## config.mk

```make
export PLATFORM = sky130hd
export DESIGN_NAME = mosc_motor_output_stage
export DESIGN_NICKNAME = d
export VERILOG_FILES = /design/src/design/mosc_pkg.sv /design/src/design/mosc_motor_output_stage.sv
export SDC_FILE = /design/constraint.sdc
export NUM_CORES = 1
export LEC_CHECK = 0
export ABC_CLOCK_PERIOD_IN_PS = 4000
export BUFFER_PORTS_ARGS = -buffer_cell sky130_fd_sc_hd__buf_2
export CORE_MARGIN = 3
export CORE_UTILIZATION = 46
export DETAILED_ROUTE_END_ITERATION = 10
export HOLD_SLACK_MARGIN = 0.05
export PLACE_DENSITY = 0.71
export SLEW_MARGIN = 30
export SYNTH_ARGS = -nofsm -noshare
export SYNTH_HDL_FRONTEND = slang
export SYNTH_SLANG_ARGS = --single-unit
```

## constraint.sdc

```tcl
create_clock -name clk -period 4 [get_ports clk]
set_input_delay 0.6 -clock clk [delete_from_list [all_inputs] [get_ports clk]]
set_output_delay 0.6 -clock clk [all_outputs]
set_load 0.01 [all_outputs]
```

## src/design/mosc_pkg.sv

```systemverilog
package mosc_pkg;

    // control register A fields
    typedef struct packed {
        logic voltageCurrentSelect; // 0 voltage mode, 1 current mode
        logic directAccess;
        logic outputMasterEnable;
    } mosc_ctrla_s;

    // control register B fields
    typedef struct packed {
        logic       capturePolarity;
        logic       hwDemagMode;
        logic       swDemagMode;
        logic [2:0] pwmOutputConfig;
    } mosc_ctrlb_s;

    // phase state register fields
    typedef struct packed {
        logic [1:0] sampleSel;
        logic [5:0] outEn;
    } mosc_phase_s;

    // step phase of the running motor
    typedef enum logic [1:0] {
        MOSC_ST_DRIVE = 2'b01,
        MOSC_ST_DEMAG = 2'b10
    } mosc_step_e;

    // timer register select codes
    localparam logic [2:0] MOSC_SEL_TIMER    = 3'h0;
    localparam logic [2:0] MOSC_SEL_PREVZERO = 3'h1;
    localparam logic [2:0] MOSC_SEL_ZERO     = 3'h2;
    localparam logic [2:0] MOSC_SEL_COMPARE  = 3'h3;
    localparam logic [2:0] MOSC_SEL_DEMAG    = 3'h4;
    localparam logic [2:0] MOSC_SEL_PRESCALE = 3'h5;

    // reset values and constants
    localparam logic [7:0] MOSC_BYTE_RST     = 8'h00;
    localparam logic [3:0] MOSC_PRESCALE_RST = 4'h0;
    localparam logic [3:0] MOSC_PRESCALE_MAX = 4'hF;
    localparam logic [7:0] MOSC_SAT_BASE     = 8'h7F;
    localparam logic [8:0] MOSC_SAT_LIMIT    = 9'h0FF;
    localparam logic [2:0] MOSC_OS_NO_PWM    = 3'h2;
    localparam logic [5:0] MOSC_EVEN_ALL     = 6'h00;

endpackage

```

## src/design/mosc_motor_output_stage.sv

```systemverilog
// Notes on behaviour
// - step configuration except the low two pwm config bits goes through shadows, applied at commutation, or at phase write in direct access
// - timer, prescaler and compare writable only while timer clock stopped
// - enable off tristates and stops timer; direct access drives phase register
// - in direct access, phase writes act on outputs at once
// - group bit 0 puts channel in even group, 1 in odd group
// - pwm routed to even, odd or both groups, alternately or together
// - pwm config field decoded differently in voltage and current mode
// - during demagnetization the preloaded top config bit picks pwm mode
// - low two config bits pick pwm between demag end and commutation
// - voltage mode config 010 applies no pwm, active outputs fully on
// - emergency stop low tristates outputs without any clock edge
// - emergency stop clears master output enable
// - emergency stop raises interrupt only when its enable bit set
// - emergency tristate and enable clear work with the clock stopped; the interrupt needs a clock edge
// - demag sum overflow stores 7Fh plus half the excess over FFh
// - prescaler only stepped by hardware while running
`timescale 1ns/1ns
module mosc_motor_output_stage (
    // clock and reset
    input  wire logic                 clk,
    input  wire logic                 sys_rst,
    // control register writes
    input  wire logic                 ctrlAWr,
    input  wire mosc_pkg::mosc_ctrla_s ctrlAIn,
    input  wire logic                 ctrlBWr,
    input  wire mosc_pkg::mosc_ctrlb_s ctrlBIn,
    input  wire logic                 phaseWr,
    input  wire mosc_pkg::mosc_phase_s phaseIn,
    input  wire logic                 polarityWr,
    input  wire logic [5:0]           polarityIn,
    input  wire logic                 groupWr,
    input  wire logic [5:0]           groupIn,
    input  wire logic                 irqMaskWr,
    input  wire logic                 irqEnableIn,
    // timer register writes
    input  wire logic                 timerWr,
    input  wire logic [2:0]           timerSel,
    input  wire logic [7:0]           timerData,
    input  wire logic                 demagSumWr,
    input  wire logic [7:0]           demagTime,
    // peripheral events
    input  wire logic                 commEvent,
    input  wire logic                 demagEndEvent,
    input  wire logic                 zeroEvent,
    input  wire logic                 prescaleInc,
    input  wire logic                 prescaleDec,
    input  wire logic                 pwmIn,
    // emergency stop, active low
    input  wire logic                 emergencyStopN,
    // motor outputs
    output logic [5:0]                motorOut,
    output logic [5:0]                motorOutOeN,
    output logic                      emergencyIrq,
    // status
    output logic                      masterEnable,
    output logic                      timerRunning,
    output mosc_pkg::mosc_step_e      stepState,
    output mosc_pkg::mosc_ctrlb_s     ctrlBActive,
    output mosc_pkg::mosc_phase_s     phaseActive,
    output logic [7:0]                stepTimer,
    output logic [7:0]                prevZeroCapture,
    output logic [7:0]                zeroCapture,
    output logic [7:0]                commutationCompare,
    output logic [7:0]                demagCaptureCompare,
    output logic [3:0]                stepPrescaler
);
    import mosc_pkg::*;

    logic        directAccess;
    logic        voltageCurrentSelect;
    logic        irqEnable;
    logic [5:0]  outputPolarity;
    logic [5:0]  outputGroup;
    mosc_ctrlb_s ctrlBShadow;
    mosc_phase_s phaseShadow;
    logic [3:0]  prescaleCount;
    logic        altGroup;
    logic        pwmPrev;
    logic        stopPrev;
    logic        clkEnabled;
    logic        applyStep;
    logic        prescaleTick;
    logic [8:0]  demagSum;
    logic [7:0]  demagValue;
    logic        pwmEven;
    logic        pwmOdd;
    logic [5:0]  switchOn;
    logic [5:0]  next_motorOut;

    ////////////////////////////////////////////////////////////////////////
    // mode decode
    ////////////////////////////////////////////////////////////////////////

    // timer clock runs only in standard running mode
    assign clkEnabled = masterEnable & ~directAccess;
    // shadows move to active copies together
    assign applyStep = directAccess ? phaseWr : (clkEnabled & commEvent);

    // master enable, cleared asynchronously by emergency stop
    always_ff @(posedge clk or negedge emergencyStopN) begin
        if (!emergencyStopN) begin
            masterEnable <= 1'b0;
        end else if (sys_rst) begin
            masterEnable <= 1'b0;
        end else if (ctrlAWr) begin
            masterEnable <= ctrlAIn.outputMasterEnable;
        end
    end

    // remaining control register A bits and interrupt enable
    always_ff @(posedge clk) begin
        if (sys_rst) begin
            directAccess         <= 1'b0;
            voltageCurrentSelect <= 1'b0;
            irqEnable            <= 1'b0;
        end else begin
            if (ctrlAWr) begin
                directAccess         <= ctrlAIn.directAccess;
                voltageCurrentSelect <= ctrlAIn.voltageCurrentSelect;
            end
            if (irqMaskWr) begin
                irqEnable <= irqEnableIn;
            end
        end
    end

    // polarity and group registers act immediately
    always_ff @(posedge clk) begin
        if (sys_rst) begin
            outputPolarity <= 6'h00;
            outputGroup    <= MOSC_EVEN_ALL;
        end else begin
            if (polarityWr) begin
                outputPolarity <= polarityIn;
            end
            if (groupWr) begin
                outputGroup <= groupIn;
            end
        end
    end

    ////////////////////////////////////////////////////////////////////////
    // preloaded step configuration
    ////////////////////////////////////////////////////////////////////////

    // shadow copies written by software
    always_ff @(posedge clk) begin
        if (sys_rst) begin
            ctrlBShadow <= '0;
            phaseShadow <= '0;
        end else begin
            if (ctrlBWr) begin
                ctrlBShadow <= ctrlBIn;
            end
            if (phaseWr) begin
                phaseShadow <= phaseIn;
            end
        end
    end

    // active copies; low config bits are not preloaded
    always_ff @(posedge clk) begin
        if (sys_rst) begin
            ctrlBActive <= '0;
            phaseActive <= '0;
        end else begin
            if (applyStep) begin
                ctrlBActive.capturePolarity    <= ctrlBShadow.capturePolarity;
                ctrlBActive.hwDemagMode        <= ctrlBShadow.hwDemagMode;
                ctrlBActive.swDemagMode        <= ctrlBShadow.swDemagMode;
                ctrlBActive.pwmOutputConfig[2] <= ctrlBShadow.pwmOutputConfig[2];
                phaseActive <= directAccess ? phaseIn : phaseShadow;
            end
            if (ctrlBWr) begin
                ctrlBActive.pwmOutputConfig[1:0] <= ctrlBIn.pwmOutputConfig[1:0];
            end
        end
    end

    // demagnetization runs from commutation to demag end
    always_ff @(posedge clk) begin
        if (sys_rst) begin
            stepState <= MOSC_ST_DRIVE;
        end else begin
            case (stepState)
                MOSC_ST_DRIVE: begin
                    if (clkEnabled && commEvent) begin
                        stepState <= MOSC_ST_DEMAG;
                    end
                end
                MOSC_ST_DEMAG: begin
                    if (demagEndEvent || !clkEnabled) begin
                        stepState <= MOSC_ST_DRIVE;
                    end
                end
                default: begin
                    stepState <= MOSC_ST_DRIVE;
                end
            endcase
        end
    end

    ////////////////////////////////////////////////////////////////////////
    // step timer, captures and compares
    ////////////////////////////////////////////////////////////////////////

    // prescaler divides the timer clock by two to the field value, and by 16 for any value from 4 up
    assign prescaleTick = (prescaleCount >= ((4'h1 << stepPrescaler) - 4'h1))
                          | (stepPrescaler == MOSC_PRESCALE_RST);

    // demag sum saturates into the range 7Fh to FEh
    assign demagSum   = {1'b0, commutationCompare} + {1'b0, demagTime};
    assign demagValue = (demagSum > MOSC_SAT_LIMIT)
                        ? MOSC_SAT_BASE + 8'((demagSum - MOSC_SAT_LIMIT) >> 1)
                        : demagSum[7:0];

    // timer counter and prescaler divider
    always_ff @(posedge clk) begin
        if (sys_rst) begin
            stepTimer     <= MOSC_BYTE_RST;
            prescaleCount <= 4'h0;
        end else if (clkEnabled) begin
            if (commEvent) begin
                stepTimer     <= MOSC_BYTE_RST;
                prescaleCount <= 4'h0;
            end else if (prescaleTick) begin
                stepTimer     <= stepTimer + 8'h01;
                prescaleCount <= 4'h0;
            end else begin
                prescaleCount <= prescaleCount + 4'h1;
            end
        end else if (timerWr && timerSel == MOSC_SEL_TIMER) begin
            stepTimer <= timerData;
        end
    end

    // captures and compares, loaded by timer writes only while stopped; demag sum writes load at any time
    always_ff @(posedge clk) begin
        if (sys_rst) begin
            prevZeroCapture     <= MOSC_BYTE_RST;
            zeroCapture         <= MOSC_BYTE_RST;
            commutationCompare  <= MOSC_BYTE_RST;
            demagCaptureCompare <= MOSC_BYTE_RST;
        end else if (clkEnabled) begin
            if (zeroEvent) begin
                prevZeroCapture <= zeroCapture;
                zeroCapture     <= stepTimer;
            end
            if (demagSumWr) begin
                demagCaptureCompare <= demagValue;
            end
        end else if (timerWr) begin
            case (timerSel)
                MOSC_SEL_PREVZERO: prevZeroCapture     <= timerData;
                MOSC_SEL_ZERO:     zeroCapture         <= timerData;
                MOSC_SEL_COMPARE:  commutationCompare  <= timerData;
                MOSC_SEL_DEMAG:    demagCaptureCompare <= timerData;
                default:           ;
            endcase
        end else if (demagSumWr) begin
            demagCaptureCompare <= demagValue;
        end
    end

    // prescaler: software value before start, hardware steps after
    always_ff @(posedge clk) begin
        if (sys_rst) begin
            stepPrescaler <= MOSC_PRESCALE_RST;
        end else if (clkEnabled) begin
            if (prescaleInc && stepPrescaler != MOSC_PRESCALE_MAX) begin
                stepPrescaler <= stepPrescaler + 4'h1;
            end else if (prescaleDec && stepPrescaler != MOSC_PRESCALE_RST) begin
                stepPrescaler <= stepPrescaler - 4'h1;
            end
        end else if (timerWr && timerSel == MOSC_SEL_PRESCALE) begin
            stepPrescaler <= timerData[3:0];
        end
    end

    ////////////////////////////////////////////////////////////////////////
    // pwm routing and output stage
    ////////////////////////////////////////////////////////////////////////

    // group selector for alternate chopping flips on each pwm period
    always_ff @(posedge clk) begin
        if (sys_rst) begin
            altGroup <= 1'b0;
            pwmPrev  <= 1'b0;
        end else begin
            pwmPrev <= pwmIn;
            if (pwmIn && !pwmPrev) begin
                altGroup <= ~altGroup;
            end
        end
    end

    // decide which groups carry the pwm
    always_comb begin
        pwmEven = 1'b0;
        pwmOdd  = 1'b0;
        if (!voltageCurrentSelect
            && ctrlBActive.pwmOutputConfig == MOSC_OS_NO_PWM) begin
            pwmEven = 1'b0;
            pwmOdd  = 1'b0;
        end else if (stepState == MOSC_ST_DEMAG) begin
            pwmEven = ~ctrlBActive.pwmOutputConfig[2];
            pwmOdd  = ctrlBActive.pwmOutputConfig[2];
        end else if (!voltageCurrentSelect) begin
            pwmEven = ctrlBActive.pwmOutputConfig[0];
            pwmOdd  = ctrlBActive.pwmOutputConfig[1];
        end else begin
            case (ctrlBActive.pwmOutputConfig[1:0])
                2'h0: pwmEven = 1'b1;
                2'h1: pwmOdd  = 1'b1;
                2'h2: begin
                    pwmEven = ~altGroup;
                    pwmOdd  = altGroup;
                end
                default: begin
                    pwmEven = 1'b1;
                    pwmOdd  = 1'b1;
                end
            endcase
        end
    end

    // switch state per channel, then polarity to pin level
    always_comb begin
        next_motorOut = 6'h00;
        switchOn      = 6'h00;
        for (int i = 0; i < 6; i++) begin
            if (directAccess) begin
                switchOn[i] = phaseActive.outEn[i];
            end else if (outputGroup[i] ? pwmOdd : pwmEven) begin
                switchOn[i] = phaseActive.outEn[i] & pwmIn;
            end else begin
                switchOn[i] = phaseActive.outEn[i];
            end
            next_motorOut[i] = outputPolarity[i] ? switchOn[i]
                                                 : ~switchOn[i];
        end
    end

    // pin levels
    always_ff @(posedge clk) begin
        if (sys_rst) begin
            motorOut <= 6'h00;
        end else begin
            motorOut <= next_motorOut;
        end
    end

    // output enables, forced off asynchronously by emergency stop
    always_ff @(posedge clk or negedge emergencyStopN) begin
        if (!emergencyStopN) begin
            motorOutOeN <= 6'h3F;
        end else if (sys_rst) begin
            motorOutOeN <= 6'h3F;
        end else begin
            motorOutOeN <= {6{~masterEnable}};
        end
    end

    // emergency interrupt pulse and timer status
    always_ff @(posedge clk) begin
        if (sys_rst) begin
            stopPrev     <= 1'b1;
            emergencyIrq <= 1'b0;
            timerRunning <= 1'b0;
        end else begin
            stopPrev     <= emergencyStopN;
            emergencyIrq <= stopPrev & ~emergencyStopN & irqEnable;
            timerRunning <= clkEnabled;
        end
    end

endmodule // mosc_motor_output_stage

```

==> summary.txt, run 1 <==
Synth
  – Syn_nets: 740
  – Number of distinct library cells after synthesis: 65
  – Seq/Total Area, Yosys: 37.9%
  – Biggest area consumer among synthesized cells: dfxtp_1
  – Number of warning messages in the yosys log: 0
  – Area contributors post-synth: dfxtp_1 37%, mux2i_1 10%, nor2_1 7.9%
  – Netlist Area Pre-Place: 5520 µm²
  – Number of flops mapped to enable cells by yosys: 0
  – Post-synthesis cell count: 652
  – Count of state elements after synthesis: 104
  – Mean instance size in the synthesized netlist: 8.47 µm²
  – Predominant post-synthesis flop cell: dfxtp_1
  – Area fraction of the dominant cell type after synthesis: 37.0%
  – Share of synthesized registers carrying an async set or reset: 1.92%

Flow run
  – Max-cap viol count: 0

Placement
  – Cell area after placement: 6280 µm²
  – Hpwl dp: 11,200 µm
  – GPL Wtd Cong: 0.878
  – Total of buffers placed on input and output ports: 140
  – Setup Slack @ Placement: 0.287 ns

Clock tree
  – Root buffer cell: clkbuf_16
  – Skew-Pair Late Insertion Delay: 0.35 ns
  – Number of buffers added for setup after CTS: 0
  – Number of buffers created by CTS: 9
  – Clock input transition at the sequential cells of the worst setup and hold paths: 0.07 ns
  – Deepest clock path buffer count: 2
  – H-tree lvl count: 3
  – Clock sink total: 104
  – Clock tree from TritonCTS: yes
  – Post-cts gate resize count: 0

Finish
  – Most common cell after layout, fill and taps aside: buf_2
  – Area growth, synth to finish: 19.5%
  – Share of cells above drive strength 1: 22.8%
  – Post-layout instance area: 6600 µm²
  – Nets: 862
  – Area of combinational cells with multiple inputs: 3200 µm²
  – Register Area: 2090 µm²
  – Most frequent cells in the layout: 139 x buf_2, 116 x nor2_1, 102 x dfxtp_1
  – Diode insertion count for antenna repair: 0
  – Number of inserted filler cells in the final layout: 1,090

Die
  – Effective utilization at floorplan: 47.8%
  – Core Rows: 39
  – Total die area: 13,400 µm²
  – Die extent in y: 116 µm
  – Number of placed I/O pins: 141
  – Die Span X: 116 µm
  – Core area: 11,600 µm²

Timing
  – Sum Neg Setup Slack: 0 ns
  – Remaining max-slew budget at the tightest pin: 45.3%
  – Final Cycle Share: 84.3%
  – Fin Clk Skew: 0.00795 ns
  – Minimum clock period: 3.37 ns
  – Final number of hold-violating endpoints: 0
  – Final count of pins violating max slew: 0
  – Number of setup violations in the final report: 0
  – Worst Setup Slack, final: 0.626 ns
  – Unrepaired setup endpoints after global routing: false
  – Slew at the pin closest to its max-slew limit: 0.815 ns
  – Maximum achievable frequency: 296 MHz

Route
  – Drc violations: 0
  – Routed WL: 14,800 µm
  – ANT nets after route: 0
  – Vias/cell: 5.57
  – Average wire per cell in the routed design: 16.1 µm
  – Detailed-routing iteration count for the pre-antenna-repair pass: 5
  – Number of vias after detailed routing: 5,129
  – DR iter-0 viols: 373

GRT
  – Largest net degree at the start of global routing: 55
  – Sum of overflow across all layers after global routing: 0
  – Global-route total usage across every layer: 21.8%
  – Global-route wire length before repair: 23,400 µm
  – Number of global-route vias before repair: 4,743
  – Initial antenna violation count: 0

Power and ir drop
  – Static leakage: 2.99 nW
  – PD cells: 378 nW/µm²
  – VDD IR-drop max: 297 µV

Setup path
  – Critical Path RT: 4.24 ns
  – Endpoint class of the critical path: register
  – Critical Path Source Type: primary input
  – Critical path peak fanout: 7
  – Data arrival, critical path: 3.61 ns
  – CP Class: in -> reg

Worst hold path
  – HP Class: reg -> reg

Outcome
  – Result of the run: finished clean
-- timing repair --
action,4_1_cts,5_1_grt
setup endpoints to repair,0,0
hold buffers,1,0
endpoints found under the hold margin,1,0
-- cells in the mapped netlist (2+ instances only) --
library cell / number
nor2_1: 116
dfxtp_1: 102
a21oi_1: 64
mux2i_1: 57
nand2_1: 36
o21ai_0: 28
clkbuf_1: 27
ha_1: 20
xnor2_1: 20
a211oi_1: 16
inv_1: 15
nand3_1: 13
nand2b_1: 10
and2_1: 9
a22oi_1: 7
buf_4: 7
nor2b_1: 7
o22ai_1: 7
nor3_1: 6
xor2_1: 6
and3_1: 5
or3_1: 5
a311oi_1: 4
nand4_1: 4
o21a_1: 4
a21o_1: 3
a32oi_1: 3
o2111ai_1: 3
or2_2: 3
or4_1: 3
a211o_1: 2
a211oi_2: 2
and4_1: 2
buf_1: 2
fa_1: 2
nand3b_1: 2
o21bai_1: 2
-- final timing paths --
check,slack (ns),cells after the start,to,start
setup / recovery,0.63,14,demagCaptureCompare[7]$_SDFFE_PP0P_,demagTime[0]
hold / removal,0.44,2,emergencyIrq$_SDFF_PP0_,stopPrev$_SDFF_PP1_
setup reg to reg,0.63,13,demagCaptureCompare[7]$_SDFFE_PP0P_,commutationCompare[0]$_SDFFE_PP0P_
hold reg to reg,0.44,2,emergencyIrq$_SDFF_PP0_,stopPrev$_SDFF_PP1_
max in group asynchronous,3.18,2,motorOutOeN[4]$_DFF_PN1_,emergencyStopN
min in group asynchronous,0.62,2,masterEnable$_DFFE_PN0P_,emergencyStopN
-- area by class of cell --
| class | count | area share, % |
|---|---|---|
| timing repair buffer | 148 | 11.6 |
| inverter | 15 | 0.853 |
| clock buffer | 10 | 3.62 |
| multi-input combinational | 496 | 48.5 |
| sequential | 104 | 31.7 |
| tap | 143 | 2.71 |
| clock inverter | 5 | 0.967 |
-- through the flow --
step	hold WS, ns	util (%)	instances	power (mW)
2_1_floorplan	0.304	-	652	1.45
3_3_place_gp	0.416	54.3	905	1.59
3_5_place_dp	0.416	54.3	905	1.61
4_1_cts	0.442	57.0	921	2.51
5_1_grt	0.451	57.1	921	2.61
6_report	0.436	57.1	921	2.50
-- worst max-delay path: stages --
cell and delay (ns):
buf_2 0.10, ha_1 0.24, fa_1 0.47, a211o_1 0.33
nand2_1 0.15, and2_1 0.26, nand4_1 0.18, nor3_1 0.22
ha_1 0.24, inv_1 0.09, and3_4 0.18, nor2_4 0.17
a311oi_1 0.08, o31a_1 0.30
-- power by group --
part           internal [mW]  switching, mW
logic                  0.190          0.252
clock network          0.507          0.402
registers               1.09         0.0511
total                   1.79          0.705
-- metal layers --
metal | share of wire, % | up-vias | global-route usage (%)
li1 | - | 2541 | -
met1 | 44 | 2400 | 27.5
met2 | 47 | 170 | 36.3
met3 | 7.2 | 18 | 6.53
met4 | 1.5 | 0 | 5.79
met5 | 0 | - | 0
-- state kept, by name (all words and copies together) (netlist names), 8 cells and up --
register / cells
stepTimer: 8
phaseActive: 8
zeroCapture: 8
prevZeroCapture: 8
demagCaptureCompare: 8
phaseShadow: 8
commutationCompare: 8
-- cells by family after synthesis --
kind of cell               after synthesis  share of synthesized area (%)
and+or+nand+nor                        228                           19.1
xor gates and xnor gates                26                           4.12
DFF                                    104                           37.9
adders and majority gates               22                           5.26
buffers and inverters                   52                           4.15
muxes                                   57                           10.3
AOI/OAI and AO/OA                      163                           19.1
Power figures use the tool's default switching activity.
==> inputs of run 2 (changes only) <==
--- a/config.mk
+++ b/config.mk
@@ -5,13 +5,13 @@
 export SDC_FILE = /design/constraint.sdc
 export NUM_CORES = 1
 export LEC_CHECK = 0
-export ABC_CLOCK_PERIOD_IN_PS = 4000
+export ABC_CLOCK_PERIOD_IN_PS = 2800
 export BUFFER_PORTS_ARGS = -buffer_cell sky130_fd_sc_hd__buf_2
 export CORE_MARGIN = 3
 export CORE_UTILIZATION = 46
 export DETAILED_ROUTE_END_ITERATION = 10
 export HOLD_SLACK_MARGIN = 0.05
-export PLACE_DENSITY = 0.71
+export PLACE_DENSITY = 0.74
 export SLEW_MARGIN = 30
 export SYNTH_ARGS = -nofsm -noshare
 export SYNTH_HDL_FRONTEND = slang
==> constraint.sdc (replaced) <==
create_clock -name clk -period 2.8 [get_ports clk]
set_input_delay 0.42 -clock clk [delete_from_list [all_inputs] [get_ports clk]]
set_output_delay 0.42 -clock clk [all_outputs]
set_load 0.01 [all_outputs]
==> summary.txt, run 2 (synthesis gave the netlist of run 1 again) <==
GRT
  – Largest net degree at the start of global routing: 44 (was 55)
  – Initial antenna violation count: 0 (unchanged)
  – Number of global-route vias before repair: 5,238 (was 4,743)
  – Fraction of met2 tracks used by global routing: 38.7% (was 36.3%)
  – Global-route total usage across every layer: 22.6% (was 21.8%)
  – Sum of overflow across all layers after global routing: 0 (unchanged)
  – Global-route wire length before repair: 24,500 µm (was 23,400 µm)
  – Met1 track demand over resource in global routing: 26.8% (was 27.5%)
  – Most congested layer reported by global routing: met2 (unchanged)
  – Global Route met3 Usage: 7.05% (was 6.53%)

Die
  – Effective utilization at floorplan: 47.8% (unchanged)
  – Die extent in y: 116 µm (unchanged)
  – Total die area: 13,400 µm² (unchanged)
  – Number of placed I/O pins: 141 (unchanged)
  – Core Rows: 39 (unchanged)
  – Core area: 11,600 µm² (unchanged)
  – Die Span X: 116 µm (unchanged)

Power and ir drop
  – Sequential fraction of design power: 45.9% (about the same)
  – Pint: 2.52 mW (was 1.79 mW)
  – PnR Total Power: 3.54 mW (was 2.50 mW)
  – Part of the power in combinational logic: 20.8% (was 17.7%)
  – PD cells: 495 nW/µm² (was 378 nW/µm²)
  – Switching component of the power: 1.02 mW (was 0.705 mW)
  – VDD IR-drop max: 393 µV (was 297 µV)
  – Clock network fraction of total power: 33.2% (was 36.4%)
  – Switching power as a share of total power: 28.7% (was 28.2%)
  – Static leakage: 3.28 nW (was 2.99 nW)

Outcome
  – Result of the run: complete, but fails checks (was finished clean)
  – Violations in the final reports: setup timing

Clock tree
  – Skew-Pair Late Insertion Delay: 0.34 ns (was 0.35 ns)
  – Clock input transition at the sequential cells of the worst setup and hold paths: 0.07 ns (about the same)
  – Root buffer cell: clkbuf_16 (unchanged)
  – Number of buffers created by CTS: 9 (unchanged)
  – Deepest clock path buffer count: 2 (unchanged)
  – Clock tree from TritonCTS: yes (unchanged)
  – Clock sink total: 104 (unchanged)
  – H-tree lvl count: 3 (unchanged)

Placement
  – Hpwl dp: 11,800 µm (was 11,200 µm)
  – Total of buffers placed on input and output ports: 140 (unchanged)
  – Total instance count after detailed placement: 958 (was 905)
  – GPL Wtd Cong: 0.962 (was 0.878)

Finish
  – Share of cells above drive strength 1: 30.6% (was 22.8%)
  – Most common cell after layout, fill and taps aside: buf_2 (unchanged)
  – Area growth, synth to finish: 29.5% (was 19.5%)
  – Diode insertion count for antenna repair: 0 (unchanged)
  – Area of combinational cells with multiple inputs: 3330 µm² (was 3200 µm²)
  – Number of inserted filler cells in the final layout: 953 (was 1,090)
  – Nets: 919 (was 862)
  – Most frequent cells in the layout: 140 x buf_2, 115 x nor2_1, 101 x dfxtp_1 (was 139 x buf_2, 116 x nor2_1, 102 x dfxtp_1)
  – Post-route non-filler standard cell count: 979 (was 921)
  – Register Area: 2100 µm² (was 2090 µm²)

Timing
  – Maximum achievable frequency: 349 MHz
  – Final Cycle Share: 102%
  – Unrepaired setup endpoints after global routing: true (was false)
  – Final number of hold-violating endpoints: 0 (unchanged)
  – Number of setup violations in the final report: 5 (was 0)
  – Worst Setup Slack, final: -0.0645 ns (was 0.626 ns)
  – Remaining max-slew budget at the tightest pin: 44.3% (was 45.3%)
  – Slew at the pin closest to its max-slew limit: 0.836 ns (was 0.815 ns)
  – Minimum clock period: 2.86 ns
  – Fin Clk Skew: 0.0102 ns (was 0.00795 ns)
  – Sum Neg Setup Slack: -0.227 ns (was 0 ns)
  – Final count of pins violating max slew: 0 (unchanged)

Worst hold path
  – HP Class: in -> reg (was reg -> reg)

Route
  – DR iter-0 viols: 342 (was 373)
  – Drc violations: 0 (unchanged)
  – Routed WL: 15,100 µm (was 14,800 µm)
  – Vias/cell: 5.55 (was 5.57)
  – Number of vias after detailed routing: 5,430 (was 5,129)
  – Average wire per cell in the routed design: 15.4 µm (was 16.1 µm)
  – ANT nets after route: 0 (unchanged)
  – Detailed-routing iteration count for the pre-antenna-repair pass: 5 (unchanged)

Setup path
  – Worst-path cell chain: ha_4 > fa_2 > a211o_1 > a211oi_2 > o211ai_2 > nor3_2 > ha_2 > inv_2 > and3_4 > nor2_4 > mux2i_1 > o22ai_1 (was buf_2 > ha_1 > fa_1 > a211o_1 > nand2_1 > and2_1 > nand4_1 > nor3_1 > ha_1 > inv_1 > and3_4 > nor2_4 > a311oi_1 > o31a_1)
  – Cell at the slowest stage of the critical path: dfxtp_4 (was fa_1)
  – Critical Path Source Type: register (was primary input)
  – Largest stage delay, worst path: 0.36 ns (was 0.47 ns)
  – CP Class: reg -> reg (was in -> reg)
  – Endpoint class of the critical path: register (unchanged)
  – Critical Path RT: 2.99 ns (was 4.24 ns)
  – Data arrival, critical path: 3.05 ns (was 3.61 ns)
  – Critical path peak fanout: 7 (unchanged)

Flow run
  – Max-cap viol count: 0 (unchanged)
[run 2: worst max-delay path: cells and delay by family (launching register included)]
family          cells  cell delay, ns
mux                 1            0.24
fa+ha+maj           3            0.73
simple gates        3            0.53
compound gates      4            0.81
buf+inv             1            0.05
flops               1            0.36
[run 2: layer usage]
metal | vias to the layer above | wire length (µm) | share of wire (%)
met5 | - | 0 | 0
met4 | 0 | 337 | 2.2
met3 | 34 | 1190 | 7.9
met2 | 208 | 7310 | 48
met1 | 2519 | 6230 | 41
li1 | 2669 | - | -
[run 2: layout make-up]
cell class | instances | share of cell area, %
inverter | 15 | 0.788
clock inverter | 6 | 0.718
sequential | 104 | 29.3
tap | 143 | 2.50
timing repair buffer | 205 | 16.9
clock buffer | 10 | 3.20
multi-input combinational | 496 | 46.5
[run 2: power groups by stage]
stage | clock network, mW | registers [mW] | logic, mW
2_1_floorplan | 0 | 1.67 | 0.408
3_3_place_gp | 0 | 1.65 | 0.688
3_5_place_dp | 0 | 1.66 | 0.710
4_1_cts | 1.21 | 1.62 | 0.724
5_1_grt | 1.27 | 1.63 | 0.814
6_report | 1.18 | 1.62 | 0.737
[run 2: final timing paths]
path                                                          from                                  end  slack (ns)  depth (start not counted)
worst max-delay path            commutationCompare[0]$_SDFFE_PP0P_  demagCaptureCompare[5]$_SDFFE_PP0P_       -0.06                         12
worst min-delay path                                    ctrlBIn[1]          ctrlBShadow[1]$_SDFFE_PP0P_        0.31                          3
worst max register to register  commutationCompare[0]$_SDFFE_PP0P_  demagCaptureCompare[5]$_SDFFE_PP0P_       -0.06                         12
worst min register to register                 stopPrev$_SDFF_PP1_              emergencyIrq$_SDFF_PP0_        0.44                          2
max in group asynchronous                           emergencyStopN             motorOutOeN[4]$_DFF_PN1_        2.18                          2
min in group asynchronous                           emergencyStopN             masterEnable$_DFFE_PN0P_        0.42                          2
[run 2: repair_timing]
item | CTS | global route
endpoints found under the hold margin | 2 | 0
setup endpoints to repair | 8 | 14
hold buffers | 1 | 0
gates resized for setup | 12 | 14
pin swaps | 17 | 8
buffers inserted | 1 | 3
[run 2: through the flow]
| stage | utilization, % | worst slack (ns) | cell area, µm² | hold WS (ns) |
|---|---|---|---|---|
| 5_1_grt | 61.8 | -0.198 | 7150 | 0.307 |
| 3_3_place_gp | 58.1 | -0.234 | 6720 | 0.229 |
| 3_5_place_dp | 58.1 | -0.336 | 6720 | 0.229 |
| 2_1_floorplan | - | -0.224 | 5550 | 0.124 |
| 4_1_cts | 61.1 | -0.0690 | 7060 | 0.299 |
| 6_report | 61.8 | -0.0645 | 7150 | 0.308 |
==> inputs of run 3 (changes only) <==
--- a/config.mk
+++ b/config.mk
@@ -5,13 +5,14 @@
 export SDC_FILE = /design/constraint.sdc
 export NUM_CORES = 1
 export LEC_CHECK = 0
-export ABC_CLOCK_PERIOD_IN_PS = 2800
+export ABC_CLOCK_PERIOD_IN_PS = 3200
 export BUFFER_PORTS_ARGS = -buffer_cell sky130_fd_sc_hd__buf_2
 export CORE_MARGIN = 3
 export CORE_UTILIZATION = 46
 export DETAILED_ROUTE_END_ITERATION = 10
 export HOLD_SLACK_MARGIN = 0.05
-export PLACE_DENSITY = 0.74
+export PLACE_DENSITY = 0.71
+export SETUP_SLACK_MARGIN = 0.5
 export SLEW_MARGIN = 30
 export SYNTH_ARGS = -nofsm -noshare
 export SYNTH_HDL_FRONTEND = slang
==> constraint.sdc (replaced) <==
create_clock -name clk -period 3.2 [get_ports clk]
set_input_delay 0.48 -clock clk [delete_from_list [all_inputs] [get_ports clk]]
set_output_delay 0.48 -clock clk [all_outputs]
set_load 0.01 [all_outputs]
==> summary.txt, run 3 (synthesis gave the netlist of run 1 again) <==
Outcome
  – Result of the run: finished clean (was complete, but fails checks)

Clock tree
  – Clock sink total: 104 (unchanged)
  – Root buffer cell: clkbuf_16 (unchanged)
  – Clock tree from TritonCTS: yes (unchanged)
  – H-tree lvl count: 3 (unchanged)
  – Deepest clock path buffer count: 2 (unchanged)
  – Number of buffers created by CTS: 9 (unchanged)
  – Skew-Pair Late Insertion Delay: 0.34 ns (about the same)
  – Clock input transition at the sequential cells of the worst setup and hold paths: 0.07 ns (about the same)

Setup path
  – Endpoint class of the critical path: register (unchanged)
  – Reg2Reg Depth: 13 (was 12)
  – Critical path peak fanout: 7 (unchanged)
  – Worst R2R Setup Slack: 0.29 ns (was -0.06 ns)
  – CP Class: reg -> reg (unchanged)
  – Worst flop-to-flop path startpoint: commutationCompare[0]$_SDFFE_PP0P_ (unchanged)
  – Reg-to-reg critical path endpoint: demagCaptureCompare[4]$_SDFFE_PP0P_ (was demagCaptureCompare[5]$_SDFFE_PP0P_)
  – Critical Path Source Type: register (unchanged)
  – Worst setup startpoint: commutationCompare[0]$_SDFFE_PP0P_ (unchanged)
  – Endpoint of the most critical setup path: demagCaptureCompare[4]$_SDFFE_PP0P_ (was demagCaptureCompare[5]$_SDFFE_PP0P_)
  – Critical Path RT: 3.38 ns (was 2.99 ns)
  – Data arrival, critical path: 3.10 ns (was 3.05 ns)

Route
  – Number of vias after detailed routing: 5,450 (was 5,430)
  – Routed WL: 15,700 µm (was 15,100 µm)
  – Average wire per cell in the routed design: 16.1 µm (was 15.4 µm)
  – Drc violations: 0 (unchanged)
  – Metal-1 WL: 6680 µm (was 6230 µm)
  – DR iter-0 viols: 340 (was 342)
  – ANT nets after route: 0 (unchanged)
  – Routed wl met3: 1240 µm (was 1190 µm)
  – Sum of met2 wire segment lengths after detailed routing: 7280 µm (was 7310 µm)
  – Vias/cell: 5.60 (was 5.55)
  – Highest metal layer with signal wires: met5 (was met4)
  – Detailed-routing iteration count for the pre-antenna-repair pass: 5 (unchanged)

Placement
  – GPL Wtd Cong: 0.866 (was 0.962)
  – Cell area after placement: 6550 µm² (was 6720 µm²)
  – Total instance count after detailed placement: 936 (was 958)
  – Total of buffers placed on input and output ports: 140 (unchanged)
  – Setup Slack @ Placement: -0.0334 ns (was -0.336 ns)
  – Hpwl dp: 11,500 µm (was 11,800 µm)

GRT
  – Global-route total usage across every layer: 23.2% (was 22.6%)
  – Global-route wire length before repair: 25,000 µm (was 24,500 µm)
  – Sum of overflow across all layers after global routing: 0 (unchanged)
  – Initial antenna violation count: 1 (was 0)
  – Number of global-route vias before repair: 5,085 (was 5,238)
  – Largest net degree at the start of global routing: 86 (was 44)

Timing
  – Fin Clk Skew: 0.00616 ns (was 0.0102 ns)
  – Final count of pins violating max slew: 0 (unchanged)
  – Final Cycle Share: 91.0% (was 102%)
  – Worst Setup Slack, final: 0.288 ns (was -0.0645 ns)
  – Maximum achievable frequency: 343 MHz (was 349 MHz)
  – Final number of hold-violating endpoints: 0 (unchanged)
  – Remaining max-slew budget at the tightest pin: 38.8% (was 44.3%)
  – Unrepaired setup endpoints after global routing: true (unchanged)
  – Number of setup violations in the final report: 0 (was 5)
  – Slew at the pin closest to its max-slew limit: 0.909 ns (was 0.836 ns)
  – Hold Slack: 0.366 ns (was 0.308 ns)
  – Minimum clock period: 2.91 ns (was 2.86 ns)

Finish
  – Post-layout instance area: 7220 µm² (was 7150 µm²)
  – Most frequent cells in the layout: 139 x buf_2, 115 x nor2_1, 98 x dfxtp_1 (was 140 x buf_2, 115 x nor2_1, 101 x dfxtp_1)
  – Share of cells above drive strength 1: 31.8% (was 30.6%)
  – Area growth, synth to finish: 30.7% (was 29.5%)
  – Post-route non-filler standard cell count: 974 (was 979)
  – Most common cell after layout, fill and taps aside: buf_2 (unchanged)
  – Diode insertion count for antenna repair: 0 (unchanged)
  – Nets: 914 (was 919)

Power and ir drop
  – Clock network fraction of total power: 35.0% (was 33.2%)
  – Switching power as a share of total power: 28.5% (was 28.7%)
  – VDD IR-drop max: 344 µV (was 393 µV)
  – Switching component of the power: 0.916 mW (was 1.02 mW)
  – PD cells: 445 nW/µm² (was 495 nW/µm²)
  – PnR Total Power: 3.21 mW (was 3.54 mW)
  – Static leakage: 3.28 nW (about the same)
  – Sequential fraction of design power: 44.3% (was 45.9%)
  – Pint: 2.30 mW (was 2.52 mW)
  – Part of the power in combinational logic: 20.7% (was 20.8%)

Die
  – Core Rows: 39 (unchanged)
  – Core area: 11,600 µm² (unchanged)
  – Number of placed I/O pins: 141 (unchanged)
  – Effective utilization at floorplan: 47.8% (unchanged)
  – Total die area: 13,400 µm² (unchanged)
  – Die Span X: 116 µm (unchanged)
  – Die extent in y: 116 µm (unchanged)

Flow run
  – Max-cap viol count: 0 (unchanged)

Worst hold path
  – HP Class: in -> reg (unchanged)
## run 3: metrics by stage
step	util [%]	setup TNS (ns)
2_1_floorplan	-	0
6_report	62.4	0
3_3_place_gp	56.7	0
5_1_grt	62.4	0
3_5_place_dp	56.7	-0.0421
4_1_cts	60.5	0
## run 3: critical path: stages (launching register included)
cell and delay [ns]:
dfxtp_4 0.36, ha_4 0.16, fa_2 0.33, a211o_1 0.32, a2111o_1 0.44, o211ai_2 0.10
nor3_2 0.08, ha_4 0.18, buf_4 0.14, nor2_4 0.16, nor2_4 0.08, buf_4 0.14
a211oi_2 0.17, o32ai_1 0.09
## run 3: repair_timing
action	CTS	global route
hold buffers	1	0
endpoints found under the hold margin	1	0
endpoints found under the setup margin	9	17
buffers inserted	8	13
gates resized for setup	17	26
pin swaps	17	17
## run 3: per-layer routing
layer  up-vias  GRT usage, %
met5         -             0
met4         2          8.61
met3        34          6.37
met2       212          37.0
met1      2544          30.2
li1       2658             -
## run 3: layout make-up
class | count | area [µm²]
Fill cell | 995 | 4350
Multi-Input combinational cell | 496 | 3400
Sequential cell | 104 | 2110
Timing Repair Buffer | 200 | 1170
Clock buffer | 10 | 229
Tap cell | 143 | 179
Clock inverter | 6 | 75.1
Inverter | 15 | 56.3
## run 3: worst min-delay path by stage
stage | startpoint | to | slack [ns] | cells past startpoint
3_3_place_gp | emergencyStopN | masterEnable$_DFFE_PN0P_ | 0.29 | 1
4_1_cts | ctrlBIn[0] | ctrlBShadow[0]$_SDFFE_PP0P_ | 0.36 | 3
5_1_grt | polarityIn[1] | outputPolarity[1]$_SDFFE_PP0P_ | 0.37 | 3
2_1_floorplan | emergencyStopN | masterEnable$_DFFE_PN0P_ | 0.18 | 0
6_report | ctrlBIn[1] | ctrlBShadow[1]$_SDFFE_PP0P_ | 0.37 | 3
3_5_place_dp | emergencyStopN | masterEnable$_DFFE_PN0P_ | 0.29 | 1
## run 3: power by group through the flow
stage               Clock [mW]  Combinational, mW  Sequential, mW
floorplan                    0              0.358            1.46
global placement             0              0.584            1.45
detailed placement           0              0.594            1.45
CTS                       1.15              0.620            1.42
global route              1.20              0.731            1.43
finish                    1.12              0.664            1.42
